===== src/rtl/uart_brg_pkg.sv =====
package uart_brg_pkg;

    ////////////////////////////////////////////////////////////////////////////
    // Channels: each direction has its own divisor and rate generator; both share one prescaler select
    localparam int NUM_CH = 2;
    localparam int CH_TX  = 0;
    localparam int CH_RX  = 1;

    ////////////////////////////////////////////////////////////////////////////
    // APB register map (byte addresses, one aligned word each)
    localparam int          ADDR_W            = 8;
    localparam logic [7:0]  CH_STRIDE         = 8'h10;
    localparam logic [7:0]  OFF_DIV_LOW       = 8'h00;
    localparam logic [7:0]  OFF_DIV_HIGH      = 8'h04;
    localparam logic [7:0]  OFF_DIV_FRAC      = 8'h08;
    localparam logic [7:0]  OFF_MODEM_CONTROL = 8'h20;
    localparam logic [7:0]  OFF_FIFO_CONTROL  = 8'h24;
    localparam logic [7:0]  OFF_LINE_STATE    = 8'h28;
    localparam logic [7:0]  OFF_INT_STATUS    = 8'h2C;
    localparam logic [7:0]  OFF_INT_CLEAR     = 8'h30;
    localparam logic [7:0]  OFF_INT_ENABLE    = 8'h34;

    ////////////////////////////////////////////////////////////////////////////
    // Reset values: divisor of exactly one
    localparam logic [7:0]  DIV_LOW_RESET     = 8'h01;
    localparam logic [7:0]  DIV_HIGH_RESET    = 8'h00;
    localparam logic [5:0]  DIV_FRAC_RESET    = 6'h00;
    localparam logic [7:0]  MODEM_CTRL_RESET  = 8'h00;
    localparam logic [7:0]  FIFO_CTRL_RESET   = 8'h00;
    localparam logic [2:0]  INT_ENABLE_RESET  = 3'h0;

    ////////////////////////////////////////////////////////////////////////////
    // Field positions
    localparam int PRESCALE_BIT = 7;
    localparam int FIFO_EN_BIT  = 0;
    localparam int FRAC_LSB     = 0;
    localparam int FRAC_W       = 4;
    localparam int MODE_LSB     = 4;
    localparam int NUM_EVENTS   = 3;
    localparam int EV_TX_BIT    = 0;
    localparam int EV_RX_BIT    = 1;
    localparam int EV_INT_RISE  = 2;

    ////////////////////////////////////////////////////////////////////////////
    // Sampling modes and cycle counts
    typedef enum logic [1:0] {
        MODE_16X  = 2'b00,
        MODE_8X   = 2'b01,
        MODE_4X   = 2'b10,
        MODE_RSVD = 2'b11
    } sample_mode_type;

    localparam logic [3:0] LAST_16X  = 4'hF;
    localparam logic [3:0] LAST_8X   = 4'h7;
    localparam logic [3:0] LAST_4X   = 4'h3;
    localparam logic [1:0] PRE_LAST  = 2'h3;

endpackage


===== src/rtl/rate_generator.sv =====
`timescale 1ns/100ps
module rate_generator
    import uart_brg_pkg::*;
(
    input  wire logic               pclk,
    input  wire logic               presetn,
    input  wire logic               osc_tick,
    input  wire logic               prescale4,
    input  wire logic [15:0]        div_int,
    input  wire logic [FRAC_W-1:0]  div_frac,
    input  wire sample_mode_type    sample_mode,
    output logic                    sample_tick,
    output logic                    bit_tick
);

    logic [1:0]         pre_cnt;
    logic               pre_tick;
    logic [16:0]        div_eff;
    logic [FRAC_W-1:0]  acc;
    logic [FRAC_W:0]    acc_sum;
    logic [16:0]        period_last;
    logic [16:0]        per_cnt;
    logic [3:0]         bit_cnt;
    logic [3:0]         bit_last;

    ////////////////////////////////////////////////////////////////////////////
    // prescaler divide select
    assign pre_tick = osc_tick && (!prescale4 || pre_cnt == PRE_LAST);

    always_ff @(posedge pclk or negedge presetn) begin
        if (!presetn) begin
            pre_cnt <= 2'h0;
        end else if (osc_tick) begin
            pre_cnt <= prescale4 ? pre_cnt + 2'h1 : 2'h0;
        end
    end

    ////////////////////////////////////////////////////////////////////////////
    // integer divisor of at least one
    assign div_eff = (div_int == 16'h0000) ? 17'h00001 : {1'b0, div_int};

    // carry of the fraction stretches a period
    assign acc_sum     = {1'b0, acc} + {1'b0, div_frac};
    assign period_last = div_eff - 17'h00001 + {16'h0000, acc_sum[FRAC_W]};

    always_ff @(posedge pclk or negedge presetn) begin
        if (!presetn) begin
            per_cnt     <= 17'h00000;
            acc         <= '0;
            sample_tick <= 1'b0;
        end else begin
            sample_tick <= pre_tick && (per_cnt >= period_last);
            if (pre_tick) begin
                if (per_cnt >= period_last) begin
                    per_cnt <= 17'h00000;
                    acc     <= acc_sum[FRAC_W-1:0];
                end else begin
                    per_cnt <= per_cnt + 17'h00001;
                end
            end
        end
    end

    ////////////////////////////////////////////////////////////////////////////
    // samples per bit
    always_comb begin
        case (sample_mode)
            MODE_8X: bit_last = LAST_8X;
            MODE_4X: bit_last = LAST_4X;
            default: bit_last = LAST_16X;
        endcase
    end

    always_ff @(posedge pclk or negedge presetn) begin
        if (!presetn) begin
            bit_cnt  <= 4'h0;
            bit_tick <= 1'b0;
        end else begin
            bit_tick <= sample_tick && (bit_cnt >= bit_last);
            if (sample_tick) begin
                bit_cnt <= (bit_cnt >= bit_last) ? 4'h0 : bit_cnt + 4'h1;
            end
        end
    end

    ////////////////////////////////////////////////////////////////////////////
    // Checking helpers: prescaled ticks per period, config change marker
    logic [16:0]            h_len;
    logic [15+FRAC_W:0]     h_cfg;
    logic                   h_dirty;

    always_ff @(posedge pclk or negedge presetn) begin
        if (!presetn) begin
            h_len   <= 17'h00000;
            h_cfg   <= '0;
            h_dirty <= 1'b1;
        end else begin
            h_cfg <= {div_int, div_frac};
            if (sample_tick) begin
                h_len <= pre_tick ? 17'h00001 : 17'h00000;
            end else if (pre_tick) begin
                h_len <= h_len + 17'h00001;
            end
            if (h_cfg != {div_int, div_frac}) begin
                h_dirty <= 1'b1;
            end else if (sample_tick) begin
                h_dirty <= 1'b0;
            end
        end
    end

    a_period_length: assert property (
        @(posedge pclk) disable iff (!presetn)
        (sample_tick && !h_dirty && h_cfg == {div_int, div_frac})
        |-> (h_len == div_eff || h_len == div_eff + 17'h00001))
        else $error("sampling period outside divisor bounds");

    a_prescale_tick: assert property (
        @(posedge pclk) disable iff (!presetn)
        (osc_tick && prescale4 && pre_cnt != PRE_LAST) |=> !sample_tick)
        else $error("sample tick without fourth oscillator edge");

    a_bit_rate_8x: assert property (
        @(posedge pclk) disable iff (!presetn)
        (sample_tick && sample_mode == MODE_8X && bit_cnt == 4'h7) |=> bit_tick)
        else $error("8X bit tick missing after eighth sample");

    a_bit_rate_16x: assert property (
        @(posedge pclk) disable iff (!presetn)
        (sample_tick && bit_cnt < 4'hF && sample_mode inside {MODE_16X, MODE_RSVD})
        |=> !bit_tick)
        else $error("16X bit tick before sixteenth sample");

endmodule


===== src/rtl/uart_brg_top.sv =====
// The APB interface to the registers and the register addresses were decided locally.
`timescale 1ns/100ps

module uart_brg_top
    import uart_brg_pkg::*;
(
    input  wire logic               pclk,
    input  wire logic               presetn,
    input  wire logic               psel,
    input  wire logic               penable,
    input  wire logic               pwrite,
    input  wire logic [ADDR_W-1:0]  paddr,
    input  wire logic [31:0]        pwdata,
    output logic      [31:0]        prdata,
    output logic                    pready,
    output logic                    pslverr,
    input  wire logic               osc_input_pin,
    input  wire logic               tx_above_trigger,
    input  wire logic               rx_above_trigger,
    input  wire logic               rx_timeout,
    output logic                    int_pin,
    output logic                    irq,
    output logic                    tx_sample_tick,
    output logic                    tx_bit_tick,
    output logic                    rx_sample_tick,
    output logic                    rx_bit_tick
);

    logic                   osc_meta;
    logic                   osc_sync;
    logic                   osc_prev;
    logic                   osc_tick;

    logic [7:0]             div_low     [NUM_CH];
    logic [7:0]             div_high    [NUM_CH];
    logic [5:0]             div_frac    [NUM_CH];
    logic [NUM_CH-1:0]      sample_tick;
    logic [NUM_CH-1:0]      bit_tick;

    logic [7:0]             modem_control_reg;
    logic [7:0]             fifo_control_reg;
    logic                   fifo_en;
    logic                   prescale4;

    logic [NUM_EVENTS-1:0]  int_status;
    logic [NUM_EVENTS-1:0]  int_enable;
    logic [NUM_EVENTS-1:0]  int_clear;
    logic [NUM_EVENTS-1:0]  events;
    logic [NUM_EVENTS-1:0]  next_int_status;
    logic                   int_pin_prev;
    logic                   next_int_pin;

    logic                   setup_phase;
    logic                   wr_en;
    logic [31:0]            rd_data;
    logic                   rd_hit;

    ////////////////////////////////////////////////////////////////////////////
    // Oscillator pin: two stages, then rising edge detect on the second stage
    always_ff @(posedge pclk or negedge presetn) begin
        if (!presetn) begin
            osc_meta <= 1'b0;
            osc_sync <= 1'b0;
            osc_prev <= 1'b0;
        end else begin
            osc_meta <= osc_input_pin;
            osc_sync <= osc_meta;
            osc_prev <= osc_sync;
        end
    end

    assign osc_tick = osc_sync && !osc_prev;

    ////////////////////////////////////////////////////////////////////////////
    // APB slave, one wait-free access phase.
    // The bus handshake never waits on the oscillator, so a stopped clock source
    // cannot hang software.
    assign setup_phase = psel && !penable;
    assign wr_en       = psel && penable && pwrite && pready;

    always_comb begin
        rd_data = 32'h0000_0000;
        rd_hit  = 1'b1;
        case (paddr)
            OFF_DIV_LOW:                    rd_data[7:0] = div_low[CH_TX];
            OFF_DIV_HIGH:                   rd_data[7:0] = div_high[CH_TX];
            OFF_DIV_FRAC:                   rd_data[5:0] = div_frac[CH_TX];
            CH_STRIDE + OFF_DIV_LOW:        rd_data[7:0] = div_low[CH_RX];
            CH_STRIDE + OFF_DIV_HIGH:       rd_data[7:0] = div_high[CH_RX];
            CH_STRIDE + OFF_DIV_FRAC:       rd_data[5:0] = div_frac[CH_RX];
            OFF_MODEM_CONTROL:              rd_data[7:0] = modem_control_reg;
            OFF_FIFO_CONTROL:               rd_data[7:0] = fifo_control_reg;
            OFF_LINE_STATE:                 rd_data[4:0] = {rx_timeout, rx_above_trigger,
                                                            tx_above_trigger, osc_sync,
                                                            int_pin};
            OFF_INT_STATUS:                 rd_data[NUM_EVENTS-1:0] = int_status;
            OFF_INT_CLEAR:                  rd_data = 32'h0000_0000;
            OFF_INT_ENABLE:                 rd_data[NUM_EVENTS-1:0] = int_enable;
            default:                        rd_hit = 1'b0;
        endcase
    end

    always_ff @(posedge pclk or negedge presetn) begin
        if (!presetn) begin
            pready  <= 1'b0;
            pslverr <= 1'b0;
            prdata  <= 32'h0000_0000;
        end else begin
            pready  <= setup_phase;
            pslverr <= setup_phase && !rd_hit;
            if (setup_phase && !pwrite) begin
                prdata <= rd_data;
            end
        end
    end

    ////////////////////////////////////////////////////////////////////////////
    // Shared control registers
    always_ff @(posedge pclk or negedge presetn) begin
        if (!presetn) begin
            modem_control_reg <= MODEM_CTRL_RESET;
            fifo_control_reg  <= FIFO_CTRL_RESET;
        end else if (wr_en) begin
            if (paddr == OFF_MODEM_CONTROL) begin
                modem_control_reg <= pwdata[7:0];
            end
            if (paddr == OFF_FIFO_CONTROL) begin
                fifo_control_reg <= pwdata[7:0];
            end
        end
    end

    assign prescale4 = modem_control_reg[PRESCALE_BIT];
    assign fifo_en   = fifo_control_reg[FIFO_EN_BIT];

    ////////////////////////////////////////////////////////////////////////////
    // Per-direction divisor registers and generators
    // independent divisor sets
    for (genvar ch = 0; ch < NUM_CH; ch++) begin : g_chan
        localparam logic [7:0] BASE = CH_STRIDE * 8'(ch);

        always_ff @(posedge pclk or negedge presetn) begin
            if (!presetn) begin
                div_low[ch]  <= DIV_LOW_RESET;
                div_high[ch] <= DIV_HIGH_RESET;
                div_frac[ch] <= DIV_FRAC_RESET;
            end else if (wr_en) begin
                if (paddr == BASE + OFF_DIV_LOW) begin
                    div_low[ch] <= pwdata[7:0];
                end
                if (paddr == BASE + OFF_DIV_HIGH) begin
                    div_high[ch] <= pwdata[7:0];
                end
                if (paddr == BASE + OFF_DIV_FRAC) begin
                    div_frac[ch] <= pwdata[5:0];
                end
            end
        end

        rate_generator u_rate_generator (
            .pclk        (pclk),
            .presetn     (presetn),
            .osc_tick    (osc_tick),
            .prescale4   (prescale4),
            .div_int     ({div_high[ch], div_low[ch]}),
            .div_frac    (div_frac[ch][FRAC_LSB +: FRAC_W]),
            .sample_mode (sample_mode_type'(div_frac[ch][MODE_LSB +: 2])),
            .sample_tick (sample_tick[ch]),
            .bit_tick    (bit_tick[ch])
        );
    end

    assign tx_sample_tick = sample_tick[CH_TX];
    assign tx_bit_tick    = bit_tick[CH_TX];
    assign rx_sample_tick = sample_tick[CH_RX];
    assign rx_bit_tick    = bit_tick[CH_RX];

    ////////////////////////////////////////////////////////////////////////////
    // Interrupt pin from FIFO trigger state.
    // The two directions share the pin; a receive request forces it high even
    // while the transmit FIFO is above trigger, so receive data is never starved.
    // transmit trigger level
    assign next_int_pin = fifo_en && (!tx_above_trigger || rx_above_trigger || rx_timeout);

    always_ff @(posedge pclk or negedge presetn) begin
        if (!presetn) begin
            int_pin      <= 1'b0;
            int_pin_prev <= 1'b0;
        end else begin
            int_pin      <= next_int_pin;
            int_pin_prev <= int_pin;
        end
    end

    ////////////////////////////////////////////////////////////////////////////
    // Sticky event status, write-one-to-clear; a new event beats its clear
    assign events[EV_TX_BIT]   = bit_tick[CH_TX];
    assign events[EV_RX_BIT]   = bit_tick[CH_RX];
    assign events[EV_INT_RISE] = int_pin && !int_pin_prev;

    assign int_clear       = (wr_en && paddr == OFF_INT_CLEAR) ?
                             pwdata[NUM_EVENTS-1:0] : '0;
    assign next_int_status = (int_status & ~int_clear) | events;

    always_ff @(posedge pclk or negedge presetn) begin
        if (!presetn) begin
            int_status <= '0;
        end else begin
            int_status <= next_int_status;
        end
    end

    always_ff @(posedge pclk or negedge presetn) begin
        if (!presetn) begin
            int_enable <= INT_ENABLE_RESET;
        end else if (wr_en && paddr == OFF_INT_ENABLE) begin
            int_enable <= pwdata[NUM_EVENTS-1:0];
        end
    end

    always_ff @(posedge pclk or negedge presetn) begin
        if (!presetn) begin
            irq <= 1'b0;
        end else begin
            irq <= |(int_status & int_enable);
        end
    end

    ////////////////////////////////////////////////////////////////////////////
    // Checks
    a_int_tx_above: assert property (
        @(posedge pclk) disable iff (!presetn)
        (fifo_en && tx_above_trigger && !rx_above_trigger && !rx_timeout) |=> !int_pin)
        else $error("interrupt pin not low with transmit FIFO above trigger");

    a_int_rx_above: assert property (
        @(posedge pclk) disable iff (!presetn)
        (fifo_en && (rx_above_trigger || rx_timeout)) |=> int_pin)
        else $error("interrupt pin not high on receive trigger or timeout");

    a_int_fifo_off: assert property (
        @(posedge pclk) disable iff (!presetn)
        !fifo_en |=> !int_pin)
        else $error("interrupt pin driven with FIFOs disabled");

    a_apb_answer: assert property (
        @(posedge pclk) disable iff (!presetn)
        (psel && !penable) |=> (pready ##1 !pready))
        else $error("APB access phase not answered in one cycle");

    a_reset_divisor: assert property (
        @(posedge pclk) disable iff (!presetn)
        $rose(presetn)
        |-> (div_low[CH_TX] == DIV_LOW_RESET && div_low[CH_RX] == DIV_LOW_RESET
             && div_high[CH_TX] == DIV_HIGH_RESET && div_high[CH_RX] == DIV_HIGH_RESET
             && div_frac[CH_TX] == DIV_FRAC_RESET && div_frac[CH_RX] == DIV_FRAC_RESET))
        else $error("divisor not one after reset");

    a_int_tx_below: assert property (
        @(posedge pclk) disable iff (!presetn)
        (fifo_en && !tx_above_trigger) |=> int_pin)
        else $error("interrupt pin not high with transmit FIFO below trigger");

    // A bit event must survive a clear written in the same cycle
    a_status_set_wins: assert property (
        @(posedge pclk) disable iff (!presetn)
        (|events) |=> ((int_status & $past(events)) == $past(events)))
        else $error("status event lost to a same-cycle clear");

    a_apb_error: assert property (
        @(posedge pclk) disable iff (!presetn)
        (psel && !penable && !rd_hit) |=> (pready && pslverr))
        else $error("unmapped access not flagged");

    a_apb_no_error: assert property (
        @(posedge pclk) disable iff (!presetn)
        (psel && !penable && rd_hit) |=> !pslverr)
        else $error("mapped access flagged as error");

    a_unmapped_write: assert property (
        @(posedge pclk) disable iff (!presetn)
        (wr_en && !rd_hit) |=> ($stable(modem_control_reg) && $stable(fifo_control_reg)))
        else $error("unmapped write changed a control register");

    a_tx_low_write: assert property (
        @(posedge pclk) disable iff (!presetn)
        (wr_en && paddr == OFF_DIV_LOW)
        |=> ({24'h00_0000, div_low[CH_TX]} == ($past(pwdata) & 32'h0000_00FF)))
        else $error("divisor low byte not written");

    a_tx_high_write: assert property (
        @(posedge pclk) disable iff (!presetn)
        (wr_en && paddr == OFF_DIV_HIGH)
        |=> ({24'h00_0000, div_high[CH_TX]} == ($past(pwdata) & 32'h0000_00FF)))
        else $error("divisor high byte not written");

    a_tx_frac_write: assert property (
        @(posedge pclk) disable iff (!presetn)
        (wr_en && paddr == OFF_DIV_FRAC)
        |=> ({26'h0, div_frac[CH_TX]} == ($past(pwdata) & 32'h0000_003F)))
        else $error("fraction register not written");

    a_rx_low_write: assert property (
        @(posedge pclk) disable iff (!presetn)
        (wr_en && paddr == CH_STRIDE + OFF_DIV_LOW)
        |=> ({24'h00_0000, div_low[CH_RX]} == ($past(pwdata) & 32'h0000_00FF)
             && $stable(div_low[CH_TX])))
        else $error("receive divisor write not independent");

    a_prescale_select: assert property (
        @(posedge pclk) disable iff (!presetn)
        (wr_en && paddr == OFF_MODEM_CONTROL)
        |=> ({31'h0, prescale4} == (($past(pwdata) >> PRESCALE_BIT) & 32'h0000_0001)))
        else $error("prescale select not taken from modem control");

    a_fifo_enable: assert property (
        @(posedge pclk) disable iff (!presetn)
        (wr_en && paddr == OFF_FIFO_CONTROL)
        |=> ({31'h0, fifo_en} == (($past(pwdata) >> FIFO_EN_BIT) & 32'h0000_0001)))
        else $error("FIFO enable not taken from FIFO control");

endmodule


===== config.mk =====
export PLATFORM = sky130hd
export DESIGN_NAME = uart_brg_top
export DESIGN_NICKNAME = d
export VERILOG_FILES = /design/src/rtl/uart_brg_pkg.sv /design/src/rtl/rate_generator.sv /design/src/rtl/uart_brg_top.sv
export SDC_FILE = /design/constraint.sdc
export NUM_CORES = 1
export LEC_CHECK = 0
export CELL_PAD_IN_SITES_DETAIL_PLACEMENT = 1
export CELL_PAD_IN_SITES_GLOBAL_PLACEMENT = 2
export CORE_ASPECT_RATIO = 2
export CORE_UTILIZATION = 40
export CTS_CLUSTER_SIZE = 12
export DETAILED_ROUTE_END_ITERATION = 16
export DONT_BUFFER_PORTS = 1
export PLACE_DENSITY = 0.8
export SYNTH_ARGS = -nofsm -noshare
export SYNTH_HDL_FRONTEND = slang
export SYNTH_SLANG_ARGS = --single-unit

===== constraint.sdc =====
create_clock -name pclk -period 5.3 [get_ports pclk]
set_input_delay 1.06 -clock pclk [delete_from_list [all_inputs] [get_ports pclk]]
set_output_delay 1.06 -clock pclk [all_outputs]
set_load 0.005 [all_outputs]

### After elaboration in Yosys (flattened, before gate mapping)

Cells that the tools add are included.

| operators by class | value |
|---|---|
| $lt $le $gt $ge | 4 |
| shifts and indexed selects | 0 |
| mux-type cells | 16 |
| add/subtract/negate cells | 12 |
| eq/ne operators | 17 |
| bitwise logic cells | 4 |
| reductions and logical operators | 43 |
| $mul | 0 |
| div/mod/pow operators | 0 |

Operator list:

| kind | count |
|---|---|
| 8-bit by 6-bit equality test with 1-bit output, second input constant | 6 |
| 17-bit by 1-bit adder with 17-bit output | 2 |
| 17-bit by 1-bit adder with 17-bit output, second input constant | 2 |
| 17-bit >= comparator | 2 |
| 17-bit 2-to-1 mux | 2 |
| 17-bit by 1-bit subtractor with 17-bit output, second input constant | 2 |
| 3-bit one-hot mux with 11 select lines | 1 |
| 16-bit logical NOT | 2 |
| 16-bit 2-to-1 mux | 2 |
| 8-bit by 5-bit equality test with 1-bit output, second input constant | 3 |
| 2-bit AND reduction | 10 |
| 2-bit one-hot mux with 9 select lines | 1 |
| 1-bit logical AND | 17 |
| 4-bit one-hot mux with 2 select lines | 2 |
| 2-bit one-hot mux with 6 select lines | 1 |
| 12-bit OR reduction | 1 |
| 4-bit by 4-bit adder with 5-bit output | 2 |
| 4-bit by 1-bit adder with 4-bit output, second input constant | 2 |
| 2-bit equality test, second input constant | 4 |
| 8-bit by 3-bit equality test with 1-bit output, second input constant | 1 |
| 8-bit by 4-bit equality test with 1-bit output, second input constant | 1 |
| 4-bit >= comparator | 2 |
| 8-bit logical NOT | 1 |
| 4-bit 2-to-1 mux | 2 |
| 12 further kinds | 25 |

| word-level totals | value |
|---|---|
| bits in writable memories | 0 |
| memory bits (read-only) | 0 |
| flip-flop bits (word level) | 140 |
| input bits | 49 |
| bits in latches | 0 |
| memories | 0 |
| output and inout bits | 40 |

### Depth between registers and ports, before layout

| logic depth | value |
|---|---|
| word-level depth | 8 |
| gate-level depth with buffers | 20 |
| mapped depth without buffers | 19 |

### Cells and area by module

From an unflattened synthesis, not the netlist that was laid out.

| unflattened totals | value |
|---|---|
| cell total of the unflattened synthesis | 827 |
| area total of the unflattened synthesis | 8541.9 µm² |

By module, submodules not included:

| module | cells an instance | instances | area an instance (µm²) |
|---|---|---|---|
| uart_brg_top | 345 | 1 | 4130.2 |
| rate_generator (g_chan[1].u_rate_generator) | 246 | 1 | 2227.1 |
| rate_generator (g_chan[0].u_rate_generator) | 236 | 1 | 2184.6 |

### Least setup slack after synthesis

OpenSTA, ideal clock, no wires.

| timing path | value |
|---|---|
| kind | flip-flop to flip-flop |
| start point | register div_frac[0] (netlist name) |
| end point | register g_chan[1].u_rate_generator.acc[0] |
| cell stages (with the launch flop) | 19 |
| arrival | 3.765 ns |
| required time | 5.175 ns |
| path slack | 1.410 ns |
| library setup time | 0.125 ns |
| clock period less this slack | 3.890 ns |
| path through | dfrtp_1 ha_1 inv_1 fa_1 inv_1 a21o_1 a21oi_1 ha_1 nand4_1 or2_2 nor4_1 xnor2_1 ha_1 nand4_1 nor4_1 a221o_1 a211oi_4 nor2_4 mux2_4 |

| on the way | value |
|---|---|
| longest elaborated chain between the ends | 4 |

RTL lines:

| element | RTL line | text |
|---|---|---|
| start, declared | uart_brg_top.sv:36 | `logic [5:0] div_frac [NUM_CH];` |
| start signal, assigned by index | uart_brg_top.sv:155 | `div_frac[ch] <= pwdata[5:0];` |
| 4-bit by 4-bit adder with 5-bit output * | rate_generator.sv:43 | `assign acc_sum = {1'b0, acc} + {1'b0, div_frac};` |
| 17-bit by 1-bit adder with 17-bit output | rate_generator.sv:44 | `assign period_last = div_eff - 17'h00001 + {16'h0000, acc_sum[FRAC_W]};` |
| 17-bit >= comparator | rate_generator.sv:54 | `if (per_cnt >= period_last) begin` |
| 2-bit AND reduction (no line) | n/a |  |
| end signal, assigned | rate_generator.sv:56 | `acc <= acc_sum[FRAC_W-1:0];` |
| end, declared | rate_generator.sv:19 | `logic [FRAC_W-1:0] acc;` |

Mark *: on every way between the ends. The rest lies on a longest branch, timed or not.
A chain may end at the register's enable or synchronous reset.

### Worst setup path in the final report

| timing path | value |
|---|---|
| start point | register div_frac[0] (netlist name) |
| end point | register g_chan[1].u_rate_generator.acc[2] |

The elaborated chain is that of the path after synthesis.

==> flow_metrics.env <==
export IMPL_status="finished, final reports clean"
export IMPL_first_pass_iters=5
export IMPL_synth_area_um2=8270
export IMPL_path_clk_slew_ns=0.06
export IMPL_die_width_um=104
export IMPL_path_class="reg -> reg"
export IMPL_cts_tree="built"
export IMPL_post_cts_buffers=0
export IMPL_dp_hpwl_um=18100
export IMPL_synth_cells=818
export IMPL_nFillCells=2310
export IMPL_root_buffer="clkbuf_16"
export IMPL_fmax_mhz=213
export IMPL_grt_pass1_wl_um=37800
export IMPL_ys_warn_count=0
export IMPL_finalCriticalPeriod_ns=4.70
export IMPL_grt_pass1_vias=7003
export IMPL_worst_clock_skew_ns=0.0140
export IMPL_tightest_slew_ns=0.997
export IMPL_die_area_um2=21300
export IMPL_period_share_pct=88.6
export IMPL_clk_latency_ns=0.44
export IMPL_sw_frac_of_total_pct=29.2
export IMPL_io_buffers=0
export IMPL_synth_seq_cells=140
export IMPL_setup_violations=0
export IMPL_finalPower_w=0.00293
export IMPL_coreArea_um2=20400
export IMPL_place_congestion=0.850
export IMPL_seq_power_share_pct=42.9
export IMPL_drtAntennaViolNets=0
export IMPL_area_delta_synth_final_pct=9.09
export IMPL_p_clk_share_pct=40.4
export IMPL_viasPerCell=5.72
export IMPL_grt_overflow_total=0
export IMPL_mostFrequentLayoutCell="dfrtp_1"
export IMPL_rsz0062_at_grt="false"
export IMPL_multi_input_area_um2=4430
export IMPL_wl_per_cell_um=21.4
export IMPL_yosysTopAreaCellShare_pct=41.7
export IMPL_antenna_found_initial=0
export IMPL_vias=6279
export IMPL_clock_sinks=140
export IMPL_combPwrFrac_pct=16.7
export IMPL_mostFrequentLayoutCells="dfrtp_1, nand2_1, mux2_2, nor2_1, ha_1"
export IMPL_powerDensity_nw_per_um2=324
export IMPL_utilization_pct=44.3
export IMPL_ys_seq_area_share_pct=42.4
export IMPL_cts_hold_buffers=0
export IMPL_clockBufferDepth=2
export IMPL_synth_edff_count=0
export IMPL_slew_headroom_pct=33.3
export IMPL_cp_required_ns=5.62
export IMPL_syn_avg_cell_area_um2=10.1
export IMPL_largest_registers="g_chan.u_rate_generator.per_cnt (34), div_high (16), div_low (16)"
export IMPL_rows=74
export IMPL_synth_top_area_cell="dfrtp_1"
export IMPL_ys_types=61
export IMPL_async_flop_share_pct=100
export IMPL_arrival_ns=5.01
export IMPL_seqCellArea_um2=3510
export IMPL_route_detailed_drc=0
export IMPL_hold_violations=0
export IMPL_cts_resized=0
export IMPL_regMostFlops="g_chan.u_rate_generator.per_cnt"
export IMPL_crit_fanout=14
export IMPL_drive_gt1_share_pct=14.4
export IMPL_cap_violations=0
export IMPL_die_height_um=205
export IMPL_finalSetupTns_ns=0
export IMPL_rrSetupSlack_ns=0.60
export IMPL_synthTopCellsByArea="dfrtp_1, mux2_2, ha_1"
export IMPL_num_antenna_cells=0
export IMPL_endpoint_kind="flop"
export IMPL_cts_buffers=17
export IMPL_detail_route_iter0_violations=239
export IMPL_crit_path_start_kind="flop"
export IMPL_grt_total_usage_pct=23.4
export IMPL_p_int_w=0.00207
export IMPL_htree_levels=4
export IMPL_synth_ff_type="dfrtp_1"
export IMPL_grt_max_degree=141
export IMPL_io_pins=89
export IMPL_start_util_pct=40.6
export IMPL_p_leak_nw=4.22
export IMPL_finalMaxSlewViolations=0
export IMPL_ir_drop_v=0.000279
export IMPL_hp_class="in -> async"
export IMPL_p_sw_w=0.000854
export IMPL_nets=928
export IMPL_totalWireLength_um=23500
export IMPL_largest_register_ffs=34
cells in the mapped netlist (15+ instances only):
library cell and number:
nor3_1 16, xnor2_1 35, nor4_1 16, a21oi_1 23, nand2_1 76, nand3_1 39, mux2_2 69, buf_4 25
xor2_1 18, ha_1 58, nand4_1 15, dfrtp_1 138, nor2_1 67, o21ai_0 33, inv_1 39
path summary, 6_finish.rpt:
check                      cells after the start        start                                     to
hold / removal                                 0      presetn  g_chan[0].u_rate_generator.per_cnt[2]
setup reg to reg                              19  div_frac[0]      g_chan[1].u_rate_generator.acc[2]
setup / recovery                              19  div_frac[0]      g_chan[1].u_rate_generator.acc[2]
hold reg to reg                                0     osc_meta                               osc_sync
max in group asynchronous                      0      presetn                             div_low[8]
min in group pclk                              0     osc_meta                               osc_sync
per-layer routing:
layer  GRT usage [%]  up-vias  share of wire (%)  wire (um)
met5               0        -                  0          0
met4            15.8        0                5.4       1280
met3            4.31       58                3.2        756
met2            46.6      121                 59      13800
met1            21.0     3207                 33       7660
li1                -     2893                  -          -
cell type report:
cell class	count	area share, %
Multi-Input combinational cell	617	49.1
Sequential cell	140	38.9
Clock buffer	21	5.10
Tap cell	266	3.69
Inverter	39	1.62
Clock inverter	10	1.30
Timing Repair Buffer	4	0.333
stage by stage:
| step | worst slack (ns) | cell area (um^2) | hold slack (ns) | instances |
|---|---|---|---|---|
| floorplan | 1.41 | 8360 | 0.331 | 841 |
| global placement | 0.701 | 8450 | 0.336 | 1066 |
| detailed placement | 0.528 | 8450 | 0.337 | 1066 |
| CTS | 0.495 | 9020 | 0.303 | 1097 |
| global route | 0.276 | 9020 | 0.305 | 1097 |
| finish | 0.604 | 9020 | 0.319 | 1097 |
logic make-up after synthesis:
logic type                 share of synthesized area [%]
and+or+nand+nor                                     15.8
other                                             0.0453
DFF                                                 42.4
AOI/OAI and AO/OA                                   10.9
buffers and inverters                               5.10
xor gates and xnor gates                            5.61
adders and majority gates                           9.26
muxes                                               10.9
critical path, cell delays in order, from the launching register on:
cell,delay [ns]
dfrtp_1,0.42
ha_1,0.25
inv_1,0.08
fa_1,0.21
inv_1,0.06
a21o_1,0.17
a21oi_1,0.24
ha_1,0.26
nand4_1,0.16
or2_2,0.35
nor4_1,0.25
xnor2_1,0.12
ha_1,0.32
nand4_1,0.18
nor4_1,0.32
a221o_1,0.26
a211oi_4,0.05
buf_4,0.19
nor2_4,0.34
mux2_4,0.34
power groups by stage:
stage | combinational [W] | sequential [W] | clock [W]
after floorplan | 0.000388 | 0.00124 | 0
after global placement | 0.000453 | 0.00127 | 0
after detailed placement | 0.000487 | 0.00127 | 0
after CTS | 0.000497 | 0.00125 | 0.00121
after global routing | 0.000552 | 0.00127 | 0.00125
final | 0.000490 | 0.00125 | 0.00118
Power figures use the tool's default switching activity.
